`src/hdl/tmc_pkg.sv`:
```
package tmc_pkg;

    // ****************************************
    // register map (word addresses on the bus)
    // ****************************************
    localparam logic [3:0] TMC_ADDR_COUNT = 4'h0;
    localparam logic [3:0] TMC_ADDR_COMP  = 4'h1;
    localparam logic [3:0] TMC_ADDR_CTRL  = 4'h2;
    localparam logic [3:0] TMC_ADDR_FLAGS = 4'h3;
    localparam logic [3:0] TMC_ADDR_MASK  = 4'h4;
    localparam logic [3:0] TMC_ADDR_GIE   = 4'h5;
    localparam logic [3:0] TMC_ADDR_ACK   = 4'h6;
    localparam logic [3:0] TMC_ADDR_STAT  = 4'h7;

    // ****************************************
    // control, flag and acknowledge register fields
    // ****************************************
    localparam int TMC_CS_LSB    = 0;
    localparam int TMC_WGM_LSB   = 3;
    localparam int TMC_COM_LSB   = 5;
    localparam int TMC_FOC_BIT   = 7;
    localparam int TMC_FLAG_OCF  = 1;
    localparam int TMC_FLAG_TOV  = 0;
    localparam int TMC_ACK_OCF   = 1;
    localparam int TMC_ACK_TOV   = 0;

    // ****************************************
    // values
    // ****************************************
    localparam logic [7:0] TMC_BOTTOM   = 8'h00;
    localparam logic [7:0] TMC_MAX      = 8'hff;
    localparam logic [7:0] TMC_RST_BYTE = 8'h00;
    localparam logic [2:0] TMC_CS_OFF   = 3'h0;
    localparam logic [2:0] TMC_CS_EXTF  = 3'h6;
    localparam logic [2:0] TMC_CS_EXTR  = 3'h7;

    localparam logic [1:0] TMC_WGM_NORMAL = 2'h0;
    localparam logic [1:0] TMC_WGM_PCPWM  = 2'h1;
    localparam logic [1:0] TMC_WGM_CTC    = 2'h2;
    localparam logic [1:0] TMC_WGM_FAST   = 2'h3;

    localparam logic [1:0] TMC_COM_OFF = 2'h0;
    localparam logic [1:0] TMC_COM_TGL = 2'h1;
    localparam logic [1:0] TMC_COM_CLR = 2'h2;
    localparam logic [1:0] TMC_COM_SET = 2'h3;

    // prescaler taps: divide by 1, 8, 64, 256, 1024
    localparam int TMC_PRE_W = 10;

    typedef enum logic {
        TMC_DIR_UP,
        TMC_DIR_DOWN
    } tmc_dir_t;

    typedef struct packed {
        logic [1:0] com;
        logic [1:0] wgm;
        logic [2:0] cs;
    } tmc_ctrl_t;

    typedef struct packed {
        logic       cyc;
        logic       stb;
        logic       we;
        logic [3:0] sel;
        logic [3:0] adr;
        logic [31:0] dat;
    } tmc_wb_req_t;

endpackage

```
`src/hdl/tmc_timer.sv`:
```
`timescale 1ns/1ns
// How it works
// RQ1 - one channel; count and compare registers are eight bits each
// RQ2 - timer clock comes from internal prescaler or external pin per clock select
// RQ3 - clock select zero stops the timer; counter holds its value
// RQ4 - each timer clock clears, increments or decrements per waveform mode
// RQ5 - cpu reads/writes counter any time; a write beats count or clear
// RQ6 - bottom flags count 0x00, max flags count 0xff
// RQ7 - top is 0xff or the compare register depending on mode
// RQ8 - counter compared with compare register every cycle; equal gives match
// RQ9 - compare flag sets on the timer clock after the match
// RQ10 - compare irq only when flag, enable and global enable all set
// RQ11 - compare flag clears on irq acknowledge or writing one to it
// RQ12 - overflow flag set per mode and can raise an interrupt
// RQ13 - compare output driven from match per mode and output mode, extremes too
// RQ14 - compare register double buffered in pwm modes only
// RQ15 - buffered value moves to active compare only at top or bottom
// RQ16 - cpu reaches buffer when buffering, active register otherwise
// RQ17 - force strobe in non-pwm modes acts on output like a match
// RQ18 - forced compare sets no flag and leaves the counter alone
// RQ19 - counter write blocks matches in the next timer clock, even stopped
// RQ20 - software avoids writing bottom while counting down
// RQ21 - software sets output state before making the pin an output
// RQ22 - output state kept across waveform mode changes
// RQ23 - output mode field acts at once, not buffered
// RQ24 - mode 0 normal: always up, wraps 0xff to 0x00
// RQ25 - mode 2 clears counter on compare match
// RQ26 - mode 3 fast pwm: bottom to max then restart
// RQ27 - reset forces compare output state to zero
// RQ28 - mode 1 phase correct: up to max then down to bottom

module tmc_timer
    import tmc_pkg::*;
(
    // system
    input  wire logic        sys_clk,
    input  wire logic        rst,
    // wishbone slave
    input  wire logic        wb_cyc_i,
    input  wire logic        wb_stb_i,
    input  wire logic        wb_we_i,
    input  wire logic [3:0]  wb_sel_i,
    input  wire logic [3:0]  wb_adr_i,
    input  wire logic [31:0] wb_dat_i,
    output logic      [31:0] wb_dat_o,
    output logic             wb_ack_o,
    // pins and interrupt lines
    input  wire logic        external_clock_pin,
    output logic             compare_output,
    output logic             compare_irq,
    output logic             overflow_irq
);

    // ****************************************
    // bus decode
    // ****************************************
    tmc_wb_req_t req;
    logic        ack_q;
    logic        acc;
    logic        wr;

    assign req = '{cyc: wb_cyc_i, stb: wb_stb_i, we: wb_we_i,
                   sel: wb_sel_i, adr: wb_adr_i, dat: wb_dat_i};
    // a request is taken once; the cycle with ack high lets it go
    assign acc = req.cyc && req.stb && !ack_q;
    // only byte lane 0 carries register data
    assign wr  = acc && req.we && req.sel[0];

    function automatic logic wr_at(input logic [3:0] a);
        return wr && (req.adr == a);
    endfunction

    function automatic logic pwm_mode(input logic [1:0] wgm);
        return (wgm == TMC_WGM_PCPWM) || (wgm == TMC_WGM_FAST);
    endfunction

    // ****************************************
    // write strobes
    // ****************************************
    // a process, not assign: the strobes hang on what wr_at reads
    // outside its argument list, which only a comb process follows
    logic       count_wr;
    logic       comp_wr;
    logic       ctrl_wr;
    logic       mask_wr;
    logic       gie_wr;
    logic       force_cmp;
    logic [1:0] new_wgm;
    logic [1:0] new_com;
    logic [1:0] clr;

    always_comb begin
        count_wr  = wr_at(TMC_ADDR_COUNT);
        comp_wr   = wr_at(TMC_ADDR_COMP);
        ctrl_wr   = wr_at(TMC_ADDR_CTRL);
        mask_wr   = wr_at(TMC_ADDR_MASK);
        gie_wr    = wr_at(TMC_ADDR_GIE);
        new_wgm   = req.dat[TMC_WGM_LSB +: 2];
        new_com   = req.dat[TMC_COM_LSB +: 2];
        // the flag register and the irq acknowledge share one clear path
        clr       = 2'h0;
        if (wr_at(TMC_ADDR_FLAGS) || wr_at(TMC_ADDR_ACK)) begin
            clr = req.dat[1:0];                                      // RQ11
        end
        // a force obeys the mode bits written in the same access
        force_cmp = ctrl_wr && req.dat[TMC_FOC_BIT] && !pwm_mode(new_wgm); // RQ17 RQ23
    end

    // ****************************************
    // state
    // ****************************************
    tmc_ctrl_t  ctrl_q;
    logic [7:0] count_q;                                             // RQ1
    logic [7:0] comp_q;                                              // RQ1
    logic [7:0] comp_buf_q;
    logic [1:0] flags_q;
    logic [1:0] mask_q;
    logic       gie_q;
    logic       oc_q;
    tmc_dir_t   dir_q;
    logic       block_q;
    // free-running prescaler: a new select waits for its tap, so the
    // first timer clock after a select change may come early
    logic [TMC_PRE_W-1:0] pre_q;
    logic       ext_q;
    logic       ext_prev_q;

    // ****************************************
    // timer clock select
    // ****************************************
    logic tick;
    logic is_pwm;
    logic bottom;
    logic at_max;
    logic top;
    logic match;

    // the pin is sampled twice; the pair feeds the edge detector, which
    // puts every external edge two clocks behind the pin
    always_ff @(posedge sys_clk or posedge rst) begin
        if (rst) begin
            pre_q      <= '0;
            ext_q      <= 1'b0;
            ext_prev_q <= 1'b0;
        end else begin
            pre_q      <= pre_q + 1'b1;
            ext_q      <= external_clock_pin;
            ext_prev_q <= ext_q;
        end
    end

    // select zero gives no timer clock, so the counter and the flags rest
    always_comb begin
        case (ctrl_q.cs)                                             // RQ2
            3'h1:        tick = 1'b1;
            3'h2:        tick = (pre_q[2:0] == 3'h7);
            3'h3:        tick = (pre_q[5:0] == 6'h3f);
            3'h4:        tick = (pre_q[7:0] == 8'hff);
            3'h5:        tick = (pre_q == {TMC_PRE_W{1'b1}});
            TMC_CS_EXTF: tick = ext_prev_q && !ext_q;
            TMC_CS_EXTR: tick = !ext_prev_q && ext_q;
            default:     tick = 1'b0;                                // RQ3
        endcase
    end

    // ****************************************
    // compare and extremes
    // ****************************************
    assign is_pwm   = pwm_mode(ctrl_q.wgm);                          // RQ14
    assign bottom   = (count_q == TMC_BOTTOM);                      // RQ6
    assign at_max   = (count_q == TMC_MAX);                         // RQ6
    // top follows the mode: the compare value in clear-on-compare, max elsewhere
    assign top      = (ctrl_q.wgm == TMC_WGM_CTC) ? (count_q == comp_q) : at_max; // RQ7
    assign match    = (count_q == comp_q) && !block_q;              // RQ8 RQ19

    // a counter write blocks matches until the next timer clock has passed,
    // so equal count and compare right after a write raise no flag
    always_ff @(posedge sys_clk or posedge rst) begin
        if (rst) begin
            block_q <= 1'b0;
        end else if (count_wr) begin
            block_q <= 1'b1;                                         // RQ19
        end else if (tick) begin
            block_q <= 1'b0;
        end
    end

    // ****************************************
    // counter
    // ****************************************
    // a cpu write wins over any count or clear in the same cycle
    always_ff @(posedge sys_clk or posedge rst) begin
        if (rst) begin
            count_q <= TMC_RST_BYTE;
            dir_q   <= TMC_DIR_UP;
        end else if (count_wr) begin
            count_q <= req.dat[7:0];                                 // RQ5
        end else if (tick) begin                                     // RQ4
            case (ctrl_q.wgm)
                TMC_WGM_CTC: begin
                    count_q <= match ? TMC_BOTTOM : count_q + 8'h01; // RQ25
                end
                // turning round at the ends keeps both slopes the same length
                TMC_WGM_PCPWM: begin                                 // RQ28
                    if (dir_q == TMC_DIR_UP && at_max) begin
                        dir_q   <= TMC_DIR_DOWN;
                        count_q <= count_q - 8'h01;
                    end else if (dir_q == TMC_DIR_DOWN && bottom) begin
                        dir_q   <= TMC_DIR_UP;
                        count_q <= count_q + 8'h01;
                    end else if (dir_q == TMC_DIR_DOWN) begin
                        count_q <= count_q - 8'h01;
                    end else begin
                        count_q <= count_q + 8'h01;
                    end
                end
                default: begin
                    // normal and fast pwm both wrap max to bottom
                    count_q <= count_q + 8'h01;                      // RQ24 RQ26
                    dir_q   <= TMC_DIR_UP;
                end
            endcase
        end
    end

    // ****************************************
    // compare register and its buffer
    // ****************************************
    // in pwm modes the cpu writes only the buffer; the active value is
    // loaded at max, so a period never sees half of an update
    always_ff @(posedge sys_clk or posedge rst) begin
        if (rst) begin
            comp_q     <= TMC_RST_BYTE;
            comp_buf_q <= TMC_RST_BYTE;
        end else begin
            if (comp_wr) begin
                comp_buf_q <= req.dat[7:0];                          // RQ16
            end
            if (!is_pwm) begin
                if (comp_wr) begin
                    comp_q <= req.dat[7:0];                          // RQ16 RQ14
                end
            end else if (tick && at_max) begin
                // updating at max keeps each pwm period symmetrical
                comp_q <= comp_buf_q;                                // RQ15
            end
        end
    end

    // ****************************************
    // control, mask, global enable
    // ****************************************
    // a new output mode acts on the very next event; nothing holds it back
    always_ff @(posedge sys_clk or posedge rst) begin
        if (rst) begin
            ctrl_q <= '0;
            mask_q <= '0;
            gie_q  <= 1'b0;
        end else begin
            if (ctrl_wr) begin
                ctrl_q <= tmc_ctrl_t'(req.dat[6:0]);                 // RQ23
            end
            if (mask_wr) begin
                mask_q <= req.dat[1:0];
            end
            if (gie_wr) begin
                gie_q <= req.dat[0];
            end
        end
    end

    // ****************************************
    // flags: a hardware set wins over a clear
    // ****************************************
    logic ocf_set;
    logic tov_set;

    // forced compares never reach ocf_set, so they leave the flag alone
    assign ocf_set = tick && match;                                  // RQ9
    always_comb begin
        case (ctrl_q.wgm)
            TMC_WGM_PCPWM: tov_set = tick && bottom && dir_q == TMC_DIR_DOWN;
            default:       tov_set = tick && at_max;                 // RQ12
        endcase
    end

    always_ff @(posedge sys_clk or posedge rst) begin
        if (rst) begin
            flags_q <= '0;
        end else begin
            flags_q[TMC_FLAG_OCF] <= ocf_set
                || (flags_q[TMC_FLAG_OCF] && !clr[TMC_ACK_OCF]);     // RQ11 RQ18
            flags_q[TMC_FLAG_TOV] <= tov_set
                || (flags_q[TMC_FLAG_TOV] && !clr[TMC_ACK_TOV]);     // RQ12
        end
    end

    // irq lines are plain levels; they fall only when software clears
    // a flag, drops its enable or drops the global enable
    assign compare_irq  = flags_q[TMC_FLAG_OCF] && mask_q[TMC_FLAG_OCF] && gie_q; // RQ10
    assign overflow_irq = flags_q[TMC_FLAG_TOV] && mask_q[TMC_FLAG_TOV] && gie_q; // RQ12

    // ****************************************
    // waveform output
    // ****************************************

    function automatic logic com_act(input logic [1:0] com, input logic cur);
        case (com)
            TMC_COM_TGL: return !cur;
            TMC_COM_CLR: return 1'b0;
            TMC_COM_SET: return 1'b1;
            default:     return cur;
        endcase
    endfunction

    // state survives mode changes: only match, max or force touch it
    // com_act keeps the force path and the match path in step
    always_ff @(posedge sys_clk or posedge rst) begin
        if (rst) begin
            oc_q <= 1'b0;                                            // RQ27
        end else if (force_cmp) begin
            oc_q <= com_act(new_com, oc_q);                          // RQ17 RQ18
        end else if (tick) begin                                     // RQ13 RQ22
            if (!is_pwm) begin
                if (match) begin
                    oc_q <= com_act(ctrl_q.com, oc_q);
                end
            end else if (ctrl_q.com == TMC_COM_CLR || ctrl_q.com == TMC_COM_SET) begin
                // with compare at max the fast pwm action at max must win
                if (match && !(ctrl_q.wgm == TMC_WGM_FAST && comp_q == TMC_MAX)) begin
                    oc_q <= (ctrl_q.wgm == TMC_WGM_PCPWM && dir_q == TMC_DIR_DOWN)
                          ? (ctrl_q.com == TMC_COM_CLR) : (ctrl_q.com == TMC_COM_SET);
                end else if (ctrl_q.wgm == TMC_WGM_FAST && at_max) begin
                    oc_q <= (ctrl_q.com == TMC_COM_CLR);
                end
            end
        end
    end
    assign compare_output = oc_q;

    // ****************************************
    // read back and acknowledge
    // ****************************************
    // ack is a registered pulse: every access costs one wait state, and
    // a request still standing while ack is high is not taken twice
    always_ff @(posedge sys_clk or posedge rst) begin
        if (rst) begin
            ack_q    <= 1'b0;
            wb_dat_o <= '0;
        end else begin
            ack_q <= acc;
            if (acc && !req.we) begin
                if (req.adr == TMC_ADDR_COUNT) begin
                    wb_dat_o <= {24'h0, count_q};                    // RQ5
                end else if (req.adr == TMC_ADDR_COMP) begin
                    wb_dat_o <= {24'h0, is_pwm ? comp_buf_q : comp_q}; // RQ16
                end else if (req.adr == TMC_ADDR_CTRL) begin
                    wb_dat_o <= {25'h0, ctrl_q};
                end else if (req.adr == TMC_ADDR_FLAGS) begin
                    wb_dat_o <= {30'h0, flags_q};
                end else if (req.adr == TMC_ADDR_MASK) begin
                    wb_dat_o <= {30'h0, mask_q};
                end else if (req.adr == TMC_ADDR_GIE) begin
                    wb_dat_o <= {31'h0, gie_q};
                end else if (req.adr == TMC_ADDR_STAT) begin
                    wb_dat_o <= {27'h0, dir_q == TMC_DIR_DOWN, oc_q, top, at_max, bottom};
                end else begin
                    wb_dat_o <= '0;
                end
            end
        end
    end
    assign wb_ack_o = ack_q;

endmodule

```
`config.mk`:
```
export PLATFORM = sky130hd
export DESIGN_NAME = tmc_timer
export DESIGN_NICKNAME = d
export VERILOG_FILES = /design/src/hdl/tmc_pkg.sv /design/src/hdl/tmc_timer.sv
export SDC_FILE = /design/constraint.sdc
export NUM_CORES = 1
export LEC_CHECK = 0
export BUFFER_PORTS_ARGS = -buffer_cell sky130_fd_sc_hd__buf_2
export CAP_MARGIN = 20
export CELL_PAD_IN_SITES_DETAIL_PLACEMENT = 2
export CELL_PAD_IN_SITES_GLOBAL_PLACEMENT = 2
export CORE_AREA = 2 2 107 109
export DETAILED_ROUTE_END_ITERATION = 8
export DIE_AREA = 0 0 109 111
export GPL_TIMING_DRIVEN = 1
export PLACE_DENSITY = 0.85
export SYNTH_ARGS = -nofsm -noshare
export SYNTH_HDL_FRONTEND = slang
export SYNTH_SLANG_ARGS = --single-unit
```
`constraint.sdc`:
```
create_clock -name sys_clk -period 3.7 [get_ports sys_clk]
set_input_delay 0.74 -clock sys_clk [delete_from_list [all_inputs] [get_ports sys_clk]]
set_output_delay 0.74 -clock sys_clk [all_outputs]
set_load 0.05 [all_outputs]
```
==> results.txt, run 1 <==
* Status: finished, final reports clean
* Depth of the worst register-to-register path: 7
* Reg-to-reg setup timing slack: 0.83 ns
- Total clock sinks: 60
- Buffers inserted to repair hold after CTS numbered 0.
- Once the floorplan was initialized, standard cells occupied 34.63% of the core.
* Max Buffers Root-to-Sink: 2
- In this run the remaining antenna-violating nets after routing total 0.
- Layout Area Growth over Synthesis: 11.32%
- Critical register-to-register path startpoint: count_q[1]
* Number of max-slew violations in the final report: 0
* Data arrival time of the critical path: around 3.1 ns
- Min-delay src: ext_q
- Largest net degree at the start of global routing: 34
* Root buf cell: clkbuf_16
- Clock period minus final worst setup slack: between 2 and 3 ns
* Remaining design rule violation count: 0
- The average instance in the mapped netlist occupies 9.311 µm².
* Detailed-routing iteration count for the pre-antenna-repair pass: 4
- Max-cap violations in this run came to 0.
- Hold Crit Class: flip-flop to flip-flop
- Part of the Yosys area used for sequential elements: 39.14%
- Summed over all layers, the routed wires come to 11.88 mm.
* Leading cell type in the layout, fill and taps excluded: dfrtp_1
- At the end of the flow, the number of nets in the layout was ~500.
- For this run, the number of Yosys warnings is 0.
- Number of enable-type register cells in the synthesized netlist: 0
* Maximum achievable frequency: 0.3490 GHz
- Predominant post-synthesis flop cell: dfrtp_1
- Setup repair after global routing missed its margin: false
- For hold timing, the worst endpoint is ext_prev_q.
- In this run the power density over the cells is just over 600 nW/µm².
- Worst Setup End Kind: flip-flop
- Headroom to the max-slew limit came out at 32.28%.
- Number of buffers inserted to repair setup after CTS: 0
- Num ports: 82
- The clock arrives with 0.01014 ns of skew.
- Worst Path Class, Setup: flip-flop to flip-flop
* Maximum single-stage delay on the critical path: 0.83 ns
* Final cycle utilization of the critical path: 77.45%
- CTS-repair resized insts: 0
- Global routing used 21.18% of the available tracks.
* Standard cell with the maximum stage delay on the critical path: nor3b_1
* Die span in y: 111 µm
- TritonCTS clock tree: yes
* Number of buffers inserted by port buffering: 30
- After synthesis, the share of flip-flops with an asynchronous set or reset is 100.0%.
- In the layout the commonest cells are dfrtp_1 (60), nand2_1 (55), buf_2 (30).
* Total number of vias: 3217
- Critical path buffer and inverter count: 0
- Fraction of final layout cells with drive strength greater than 1: 19.50%
- The via count of the first global-routing pass was 3534.
- Largest driver fanout on the critical path: 11
- Standby leakage power: 1.890 nW
- The synthesized netlist contains 58 unique library cells.
- Worst Setup Start Kind: flip-flop
* Antenna violations before repair: 0
* Die outline area: 12100 µm²
- Clock-pin slew reported for the worst setup and hold paths after clock tree synthesis: ~0.060 ns
- Die extent in x: 109 µm
- Routed via count divided by cell count: roughly 5.5
- After synthesis the netlist holds a flip-flop and latch count of 60.
- H-Tree Level Count: 3
- Core region area: 11080 µm²
* Count of fill cells added during filler insertion: roughly 1200
* FP Rows: 39
- Number of buffers created by CTS: 9
- Total negative setup slack: 0 ns
- Detailed placement HPWL: 8.527 mm
- Global routing finished with a remaining overflow of 0.
* Maximum VDD drop: 0.2487 mV
* Hold Path Stages: 0
- For the worst setup path, the data required time is between 3 and 4 ns.
* Total Power: 2.595 mW
- Clock latency of the later-clocked register in the worst-skew pair: 0.34 ns
* Slew at the pin closest to its max-slew limit: approximately 1.0 ns
- Cells after Synth: roughly 410
* Wire length of the first global-routing pass: 19.51 mm
- Most repeated library cell on the critical path: a21oi_1
- Final hold viol count: 0
- Cell chain of the critical path: ha_1, nand3_1, nor3_1, a21oi_1, nor3b_1, a22oi_1, a21oi_1
- Number of DRC markers after the initial detailed-route iteration: around 140
- Broken down by cell family, the worst path's largest delay share belongs to simple AND/OR/NAND/NOR gates.
* Endpoint of the most critical register-to-register path: count_q[7]
* RD Place Congestion: 0.8097
* Diode insertion count for antenna repair: 0
* Summed instance area of the synthesized netlist: 3836 µm²
- After detailed routing, the average wire length per cell comes to between 20 and 25 µm.
- Number of failing setup endpoints in the final timing report: 0
-- sequential cells by signal, indices dropped and copies added (netlist names), 2 cells and up --
| register | count |
|---|---|
| pre_q | 10 |
| comp_buf_q | 8 |
| comp_q | 8 |
| count_q | 8 |
| wb_dat_o | 8 |
| ctrl_q | 7 |
| flags_q | 2 |
| mask_q | 2 |
-- Yosys cell counts, types with 4 or more instances --
cell | instances | area share [%]
a31oi_1 | 8 | 1.3
dfrtp_1 | 60 | 39
nor2_1 | 18 | 1.8
nand2_1 | 55 | 5.4
and3_1 | 8 | 1.3
o21ai_0 | 15 | 2.0
xor2_1 | 15 | 3.4
nand4_1 | 7 | 1.1
a221oi_1 | 6 | 1.4
and2_1 | 6 | 0.98
nand2b_1 | 8 | 1.3
mux2_2 | 22 | 6.5
a22oi_1 | 6 | 1.2
buf_4 | 25 | 4.9
clkbuf_1 | 8 | 0.78
buf_6 | 4 | 1.2
o22ai_1 | 7 | 1.1
inv_1 | 11 | 1.1
buf_2 | 8 | 1.0
ha_1 | 8 | 2.6
xnor2_1 | 13 | 3.0
a21oi_1 | 22 | 2.9
nor3_1 | 5 | 0.65
nand3_1 | 15 | 2.0
-- kinds of logic after synthesis --
family,share of synthesized area [%]
mux,7.371
xor+xnor,6.393
buf+inv,9.165
flops,39.14
fa+ha+maj,2.609
compound gates,15.40
other cells,0.09775
simple gates,19.83
-- per-layer routing --
| layer | GRT usage, % | up-vias | routed length (µm) |
|---|---|---|---|
| met2 | 35.82 | 58 | 6085 |
| met4 | 9.316 | 0 | 359 |
| li1 | - | 1477 | - |
| met5 | 0 | - | 0 |
| met1 | 26.35 | 1658 | 5099 |
| met3 | 3.233 | 24 | 335 |
-- how the worst max path moves through the flow --
stage	startpoint	endpoint	slack, ns	depth (start not counted)
3_3_place_gp	wb_adr_i[1]	comp_q[4]	0.98	7
5_1_grt	count_q[1]	count_q[7]	0.70	7
6_report	count_q[1]	count_q[7]	0.83	7
3_5_place_dp	wb_adr_i[1]	comp_q[3]	0.91	7
4_1_cts	count_q[1]	count_q[7]	0.89	7
2_1_floorplan	wb_adr_i[1]	comp_q[1]	1.39	7
-- metrics by stage --
stage | utilization, % | area [µm²] | std cells | hold WS (ns) | worst slack (ns)
2_1_floorplan | - | 3923 | 435 | 0.3745 | 1.389
4_1_cts | 38.55 | 4270 | 584 | 0.4242 | 0.8909
5_1_grt | 38.55 | 4270 | 584 | 0.4513 | 0.7049
3_3_place_gp | 36.02 | 3990 | 568 | 0.3920 | 0.9831
6_report | 38.55 | 4270 | 584 | 0.4213 | 0.8344
3_5_place_dp | 36.02 | 3990 | 568 | 0.4105 | 0.9077
-- area by class of cell --
type	count	area, µm²	area share [%]
sequential	60	1501	35.16
clock buffer	11	242.7	5.684
timing repair buffer	36	195.2	4.571
clock inverter	5	37.54	0.8790
multi-input combinational	317	2069	48.46
inverter	12	45.04	1.055
tap	143	178.9	4.190
-- where the power goes --
part / switching, mW / internal [mW]
clock network: 0.320 / 0.472
logic: 0.465 / 0.315
registers: 0.250 / 0.771
total: 1.04 / 1.56
No activity file was read; power rests on OpenSTA's default activity.
==> run 2, diff against run 1 <==
- CORE_AREA: 2 2 107 109 -> 2 2 117 119
- DIE_AREA: 0 0 109 111 -> 0 0 119 121
- PLACE_DENSITY: 0.85 -> 0.76
- clock period: 3.7 -> 2.45 ns (I/O delays scaled with it)
==> results.txt, run 2 (synthesized netlist as in run 1, its figures left out) <==
- Routed via count divided by cell count: 5.103 (was 5.509)
- The number of buffers on the longest clock path came to 2 (unchanged).
* Power density of the placed cells: 908.1 nW/µm² (was 607.6 nW/µm²)
* Maximum achievable frequency: 0.4288 GHz (was 0.3490 GHz)
- Detailed placement HPWL: 8.881 mm (was 8.527 mm)
- Worst path setup slack after routing: 0.1181 ns (was 0.8344 ns)
* Wire length after detailed routing: 12.06 mm (was 11.88 mm)
- The port buffer count is 30 (unchanged).
- The cell with the biggest individual delay on the critical path was a221o_1 (was nor3b_1).
- Fraction of final layout cells with drive strength greater than 1: 22.69% (was 19.50%)
- The number of cells on the worst reg-to-reg path was 6 (was 7).
* Number of failing setup endpoints in the final timing report: 0 (unchanged)
- The total CTS buffers came to 9 (unchanged).
- The area overhead of the layout relative to synthesis was 16.44% (was 11.32%).
- Root buf cell: clkbuf_16 (unchanged)
* Largest driver fanout on the critical path: 9 (was 11)
- Top delay family on crit path: compound AO/OA/AOI/OAI gates (was simple AND/OR/NAND/NOR gates)
* Final worst clock skew: 0.004845 ns (was 0.01014 ns)
- FP Rows: 42 (was 39)
- Number of max-slew violations in the final report: 0 (unchanged)
- Clock period minus final worst setup slack: 2.332 ns (was 2.866 ns)
* Clock-pin slew reported for the worst setup and hold paths after clock tree synthesis: 0.05 ns (was 0.06 ns)
- Status: finished, final reports clean (unchanged)
- The share of the clock period used by the worst path came to 95.18% (was 77.45%).
- Remaining design rule violation count: 0 (unchanged)
- The pin count of the biggest net entering global routing is 61 (was 34).
* Number of DRC markers after the initial detailed-route iteration: 125 (was 144)
* Gr ovfl total: 0 (unchanged)
- Standby leakage power: 1.968 nW (was 1.890 nW)
- H-Tree Level Count: 3 (unchanged)
* CP Launch Point: count_q[4] (was count_q[1])
- Die outline area: 14400 µm² (was 12100 µm²)
- The combined buffer and inverter count along the critical path is 0 (unchanged).
- The terminus of the critical flop-to-flop path is count_q[5] (was count_q[7]).
- The classification of the worst setup path is flip-flop to flip-flop (unchanged).
* Commonest non-fill, non-tap cells in the layout: dfrtp_1 (60), nand2_1 (55), buf_2 (30) (unchanged)
- Clock latency of the later-clocked register in the worst-skew pair: 0.33 ns (was 0.34 ns)
- The global routing usage summed across all routing layers was 17.46% (was 21.18%).
- Reg-to-reg setup timing slack: 0.12 ns (was 0.83 ns)
* Leading cell type in the layout, fill and taps excluded: dfrtp_1 (unchanged)
* Worst Setup Start Kind: flip-flop (unchanged)
- Register with the most flip-flops: pre_q (unchanged)
- Setup repair after global routing missed its margin: false (unchanged)
- The first-pass iteration count of the detailed router came to 5 (was 4).
* Num ports: 82 (unchanged)
- Data arrival time of the critical path: 2.53 ns (was 3.12 ns)
- The final RePlAce weighted congestion is 0.8560 (was 0.8097).
* Die extent in x: 119 µm (was 109 µm)
- The minimum setup slack after placement is 0.01951 ns (was 0.9077 ns).
- The number of max-capacitance violations reported is 0 (unchanged).
- The layout net count was 504 (was 490).
- The actual slew at the worst max-slew pin was 0.5574 ns (was 1.014 ns).
- The summed negative setup slack over all endpoints is 0 ns (unchanged).
- Worst Setup End Kind: flip-flop (unchanged)
* Required time of the critical path: 2.65 ns (was 3.96 ns)
* Via count of the first global-routing pass: 3619 (was 3534)
- The placeable core region came to 13090 µm² (was 11080 µm²).
- Diode insertion count for antenna repair: 0 (unchanged)
* Worst Hold Slack: 0.2225 ns (was 0.4213 ns)
- The number of clock sinks came to 60 (unchanged).
- Number of buffers inserted to repair setup after CTS: 0 (unchanged)
- The startpoint of the worst register-to-register path is count_q[4] (was count_q[1]).
- Hold Crit Class: primary input to asynchronous set/reset pin (was flip-flop to flip-flop)
* Die span in y: 121 µm (was 111 µm)
- The delay of the slowest cell on the worst path came to 0.53 ns (was 0.83 ns).
- Cell chain of the critical path: xor2_1, nor4_2, nand3b_1, a221o_1, a22oi_1, a21oi_1 (was ha_1, nand3_1, nor3_1, a21oi_1, nor3b_1, a22oi_1, a21oi_1).
* Total number of vias: 3215 (was 3217)
- Post-DR wirelength/cell: 19.13 µm (was 20.34 µm)
- Crit path depth: 6 (was 7)
- The number of antenna violations at the first check in global routing came to 0 (unchanged).
- Maximum VDD drop: 0.2692 mV (was 0.2487 mV)
- DRT antenna net count: 0 (unchanged)
- The final core utilization came to 34.14% (was 38.55%).
* Final hold viol count: 0 (unchanged)
* TritonCTS clock tree: yes (unchanged)
* Number of flip-flops in the largest register: 10 (unchanged)
- Worst-case headroom to the max-slew limit: 62.84% (was 32.28%)
- The effective utilization at floorplan was 29.32% (was 34.63%).
- Wire length of the first global-routing pass: 19.67 mm (was 19.51 mm)
## run 2: report_power, final
group | internal [mW] | switching (mW)
sequential | 1.17 | 0.314
combinational | 0.545 | 0.777
clock | 0.780 | 0.474
## run 2: layout make-up
cell class	instances	area, µm²
inverter	12	45.04
fill	1449	8618
timing repair buffer	50	325.3
clock buffer	9	225.2
tap	176	220.2
multi-input combinational	317	2083
sequential	60	1501
clock inverter	6	66.31
## run 2: timing repair
item | 4_1_cts | 5_1_grt
gates resized for setup | 1 | 2
endpoints found under the setup margin | 7 | 4
hold endpoints to repair | 0 | 0
hold buffers | 0 | 0
## run 2: worst max path at each step
stage                       to
floorplan            comp_q[1]
global placement    count_q[5]
detailed placement  count_q[5]
CTS                 count_q[3]
global route        count_q[3]
finish              count_q[5]
## run 2: per-stage QoR
step                std cells  instance area [µm²]  power (mW)
floorplan                 435                 3923       2.471
global placement          615                 4161       2.718
detailed placement        615                 4161       2.797
CTS                       630                 4458       4.075
global route              630                 4467       4.306
finish                    630                 4467       4.056
## run 2: routing by layer
layer  part of all wire [%]  vias up  GRT usage (%)
met5                      0        -              0
met4                    1.1        0          4.613
met3                    2.5       10          2.820
met2                     53       42          31.93
met1                     44     1669          21.24
li1                       -     1494              -
## run 2: worst min-delay path, stage by stage
cell and delay, ns:
buf_2 0.10, inv_2 0.06, buf_12 0.30
==> run 3, diff against run 2 <==
- GPL_TIMING_DRIVEN: 1 -> 0
- SETUP_SLACK_MARGIN: not set -> 0.15
==> results.txt, run 3 (synthesized netlist as in run 1, its figures left out) <==
- Status: finished, final reports clean (unchanged)
* Maximum Capacitance Violations: 0 (unchanged)
- Leading cell type in the layout, fill and taps excluded: dfrtp_1 (unchanged)
* Reg-to-reg setup timing slack: 0.02 ns (was 0.12 ns)
- The number of placed cells counting well taps came to 641 (was 615).
* Register with the most flip-flops: pre_q (unchanged)
* Post-layout instance area: 4910 µm² (was 4467 µm²)
* Clock period minus final worst setup slack: 2.434 ns (was 2.332 ns)
* Util after Layout: 37.52% (was 34.14%)
- The fraction of layout instances using a drive strength above 1 is 31.12% (was 22.69%).
- RD Place Congestion: 0.8257 (was 0.8560)
* Slew at the pin closest to its max-slew limit: 0.6907 ns (was 0.5574 ns)
- The pin count of the biggest net entering global routing is 32 (was 61).
- The critical path startpoint category is a flip-flop (unchanged).
- Antenna violations before repair: 0 (unchanged)
* Layout Area Growth over Synthesis: 27.98% (was 16.44%)
- Number of max-slew violations in the final report: 0 (unchanged)
- The combined buffer and inverter count along the critical path came to 3 (was 0).
* Final worst clock skew: 0.009447 ns (was 0.004845 ns)
- Total clock sinks: 60 (unchanged)
- The portion of total power attributed to the clock network came to 29.8% (was 30.9%).
* Hold Crit Class: primary input to asynchronous set/reset pin (unchanged)
- The switching power share of the total came to 38.51% (was 38.57%).
- The total CTS buffers is 9 (unchanged).
- Gr ovfl total: 0 (unchanged)
- The count of endpoints failing setup in the final report was 0 (unchanged).
- The number of levels the H-tree was split into was 3 (unchanged).
- Diode insertion count for antenna repair: 0 (unchanged)
- The effective utilization at floorplan was 29.32% (unchanged).
- Switching power of the nets: 1.697 mW (was 1.565 mW)
- The placed instance area was 4308 µm² (was 4161 µm²).
- The endpoint kind of the worst setup timing path is a flip-flop (unchanged).
- The number of cells on the worst reg-to-reg path came to 9 (was 6).
* Max Buffers Root-to-Sink: 2 (unchanged)
- The leakage power is 2.249 nW (was 1.968 nW).
* Standard cell with the maximum stage delay on the critical path: dfrtp_1 (was a221o_1)
* Comb pwr share: 39.5% (was 32.6%)
- The global routing usage summed across all routing layers was 18.24% (was 17.46%).
- Number of DRC markers after the initial detailed-route iteration: 107 (was 125)
* Final net count: 547 (was 504)
- TritonCTS clock tree: yes (unchanged)
- Critical register-to-register path startpoint: count_q[4] (unchanged)
* Worst-case headroom to the max-slew limit: 53.89% (was 62.84%)
- The placeable core region was 13090 µm² (unchanged).
- Largest driver fanout on the critical path: 7 (was 9)
* Root buf cell: clkbuf_16 (unchanged)
- Die extent in x: 119 µm (unchanged)
* Data arrival time of the critical path: 2.64 ns (was 2.53 ns)
- Remaining design rule violation count: 0 (unchanged)
- Final hold viol count: 0 (unchanged)
* Sequential cell fraction of total power: 30.7% (was 36.5%)
- The classification of the worst setup path is flip-flop to flip-flop (unchanged).
- Commonest non-fill, non-tap cells in the layout: dfrtp_1 (59), nand2_1 (54), buf_4 (42) (was dfrtp_1 (60), nand2_1 (55), buf_2 (30))
- The delay of the slowest cell on the worst path is 0.38 ns (was 0.53 ns).
- Via count of the first global-routing pass: 3881 (was 3619)
* Required time of the critical path: 2.66 ns (was 2.65 ns)
- Routed via count divided by cell count: 5.136 (was 5.103)
- Maximum achievable frequency: 0.4108 GHz (was 0.4288 GHz)
- Die span in y: 121 µm (unchanged)
* Clock-pin slew reported for the worst setup and hold paths after clock tree synthesis: 0.06 ns (was 0.05 ns)
- Wire length after detailed routing: 13.04 mm (was 12.06 mm)
- The routed wirelength normalized by instance count was 19.34 µm (was 19.13 µm).
- The flip-flop count of the largest register, all copies and words added came to 10 (unchanged).
- The first-pass iteration count of the detailed router is 4 (was 5).
* Maximum VDD drop: 0.2555 mV (was 0.2692 mV)
- FP Rows: 42 (unchanged)
* Endpoint of the most critical register-to-register path: compare_output (was count_q[5])
* Power density of the placed cells: 897.4 nW/µm² (was 908.1 nW/µm²)
- Internal Dissipation: 2.709 mW (was 2.492 mW)
- Cell chain of the critical path: buf_6, xor2_2, nor4_2, nand3b_1, buf_4, buf_4, o21ai_0, a31oi_1, o21bai_1 (was xor2_1, nor4_2, nand3b_1, a221o_1, a22oi_1, a21oi_1)
- Number of buffers inserted by port buffering: 29 (was 30)
* Die outline area: 14400 µm² (unchanged)
* Detailed placement HPWL: 9.053 mm (was 8.881 mm)
* DRT antenna net count: 0 (unchanged)
- Setup repair after global routing missed its margin: true (was false).
- The count of placed standard cells in the final layout, fillers left out came to 674 (was 630).
- Hold-fix buffers, CTS: 0 (unchanged)
- The cell that appears most often on the critical path is buf_4.
- Final cycle utilization of the critical path: 99.35% (was 95.18%)
- Wire length of the first global-routing pass: 20.46 mm (was 19.67 mm)
- Num ports: 82 (unchanged)
* Total number of vias: 3462 (was 3215)
- Clock latency of the later-clocked register in the worst-skew pair: 0.33 ns (about the same)
* Count of fill cells added during filler insertion: 1442 (was 1449)
* Top delay family on crit path: compound AO/OA/AOI/OAI gates (unchanged)
## run 3: changes by cell type in the layout (fill, tap and decap cells not counted), sizes merged
cell / delta
buf: +37
clkbuf: +8
clkinv: -1
## run 3: repair_timing
| action | in CTS | in global routing |
|---|---|---|
| setup endpoints to repair | 24 | 23 |
| resized for setup | 13 | 29 |
| pin swaps | 5 | 9 |
| buffers inserted | 6 | 11 |
| hold endpoints to repair | 0 | 0 |
## run 3: worst reg2reg max path: cells and delay by family (launching register included)
kind / cells / cell delay (ns)
compound gates: 3 / 0.66
xor+xnor: 1 / 0.19
buf+inv: 3 / 0.50
flops: 1 / 0.38
simple gates: 2 / 0.59
## run 3: metal layers
layer	share of wire, %	routed length [µm]	GRT usage, %	up-vias
met5	0	0	0	-
met4	2.0	261	6.473	0
met3	3.3	426	3.289	20
met2	53	6883	33.44	62
met1	42	5467	21.26	1794
li1	-	-	-	1586
## run 3: power groups by stage
stage	clock [mW]	sequential, mW	combinational (mW)
final	1.31	1.35	1.74
after detailed placement	0	1.35	1.52
after floorplan	0	1.36	1.11
after global placement	0	1.34	1.46
after CTS	1.33	1.34	1.58
after global routing	1.36	1.38	1.88
## run 3: stage by stage
stage	hold slack (ns)	setup TNS (ns)	worst slack [ns]	power [mW]
after floorplan	0.3745	0	0.2342	2.471
after global placement	0.3911	-31.37	-0.4618	2.792
after detailed placement	0.3989	-5.609	-0.3603	2.869
after CTS	0.2632	0	0.08115	4.245
after global routing	0.2576	-0.06700	-0.06700	4.622
final	0.2631	0	0.01601	4.406
## run 3: final cells by class
| type | instances | area [µm²] | area share, % |
|---|---|---|---|
| clock buffer | 11 | 242.7 | 4.944 |
| inverter | 12 | 45.04 | 0.9174 |
| timing repair buffer | 47 | 305.3 | 6.218 |
| multi-input combinational | 317 | 2208 | 44.98 |
| tap | 176 | 220.2 | 4.485 |
| sequential | 60 | 1503 | 30.61 |
| clock inverter | 5 | 61.31 | 1.249 |
| buffer | 46 | 324.1 | 6.600 |
## run 3: worst max path at each step
stage	slack (ns)	from	cells past startpoint	end
2_1_floorplan	0.23	pre_q[0]	9	comp_q[1]
3_3_place_gp	-0.46	rst	2	comp_buf_q[7]
3_5_place_dp	-0.36	wb_adr_i[3]	8	comp_q[6]
4_1_cts	0.08	count_q[0]	7	count_q[7]
5_1_grt	-0.07	count_q[4]	9	compare_output
6_report	0.02	count_q[4]	9	compare_output
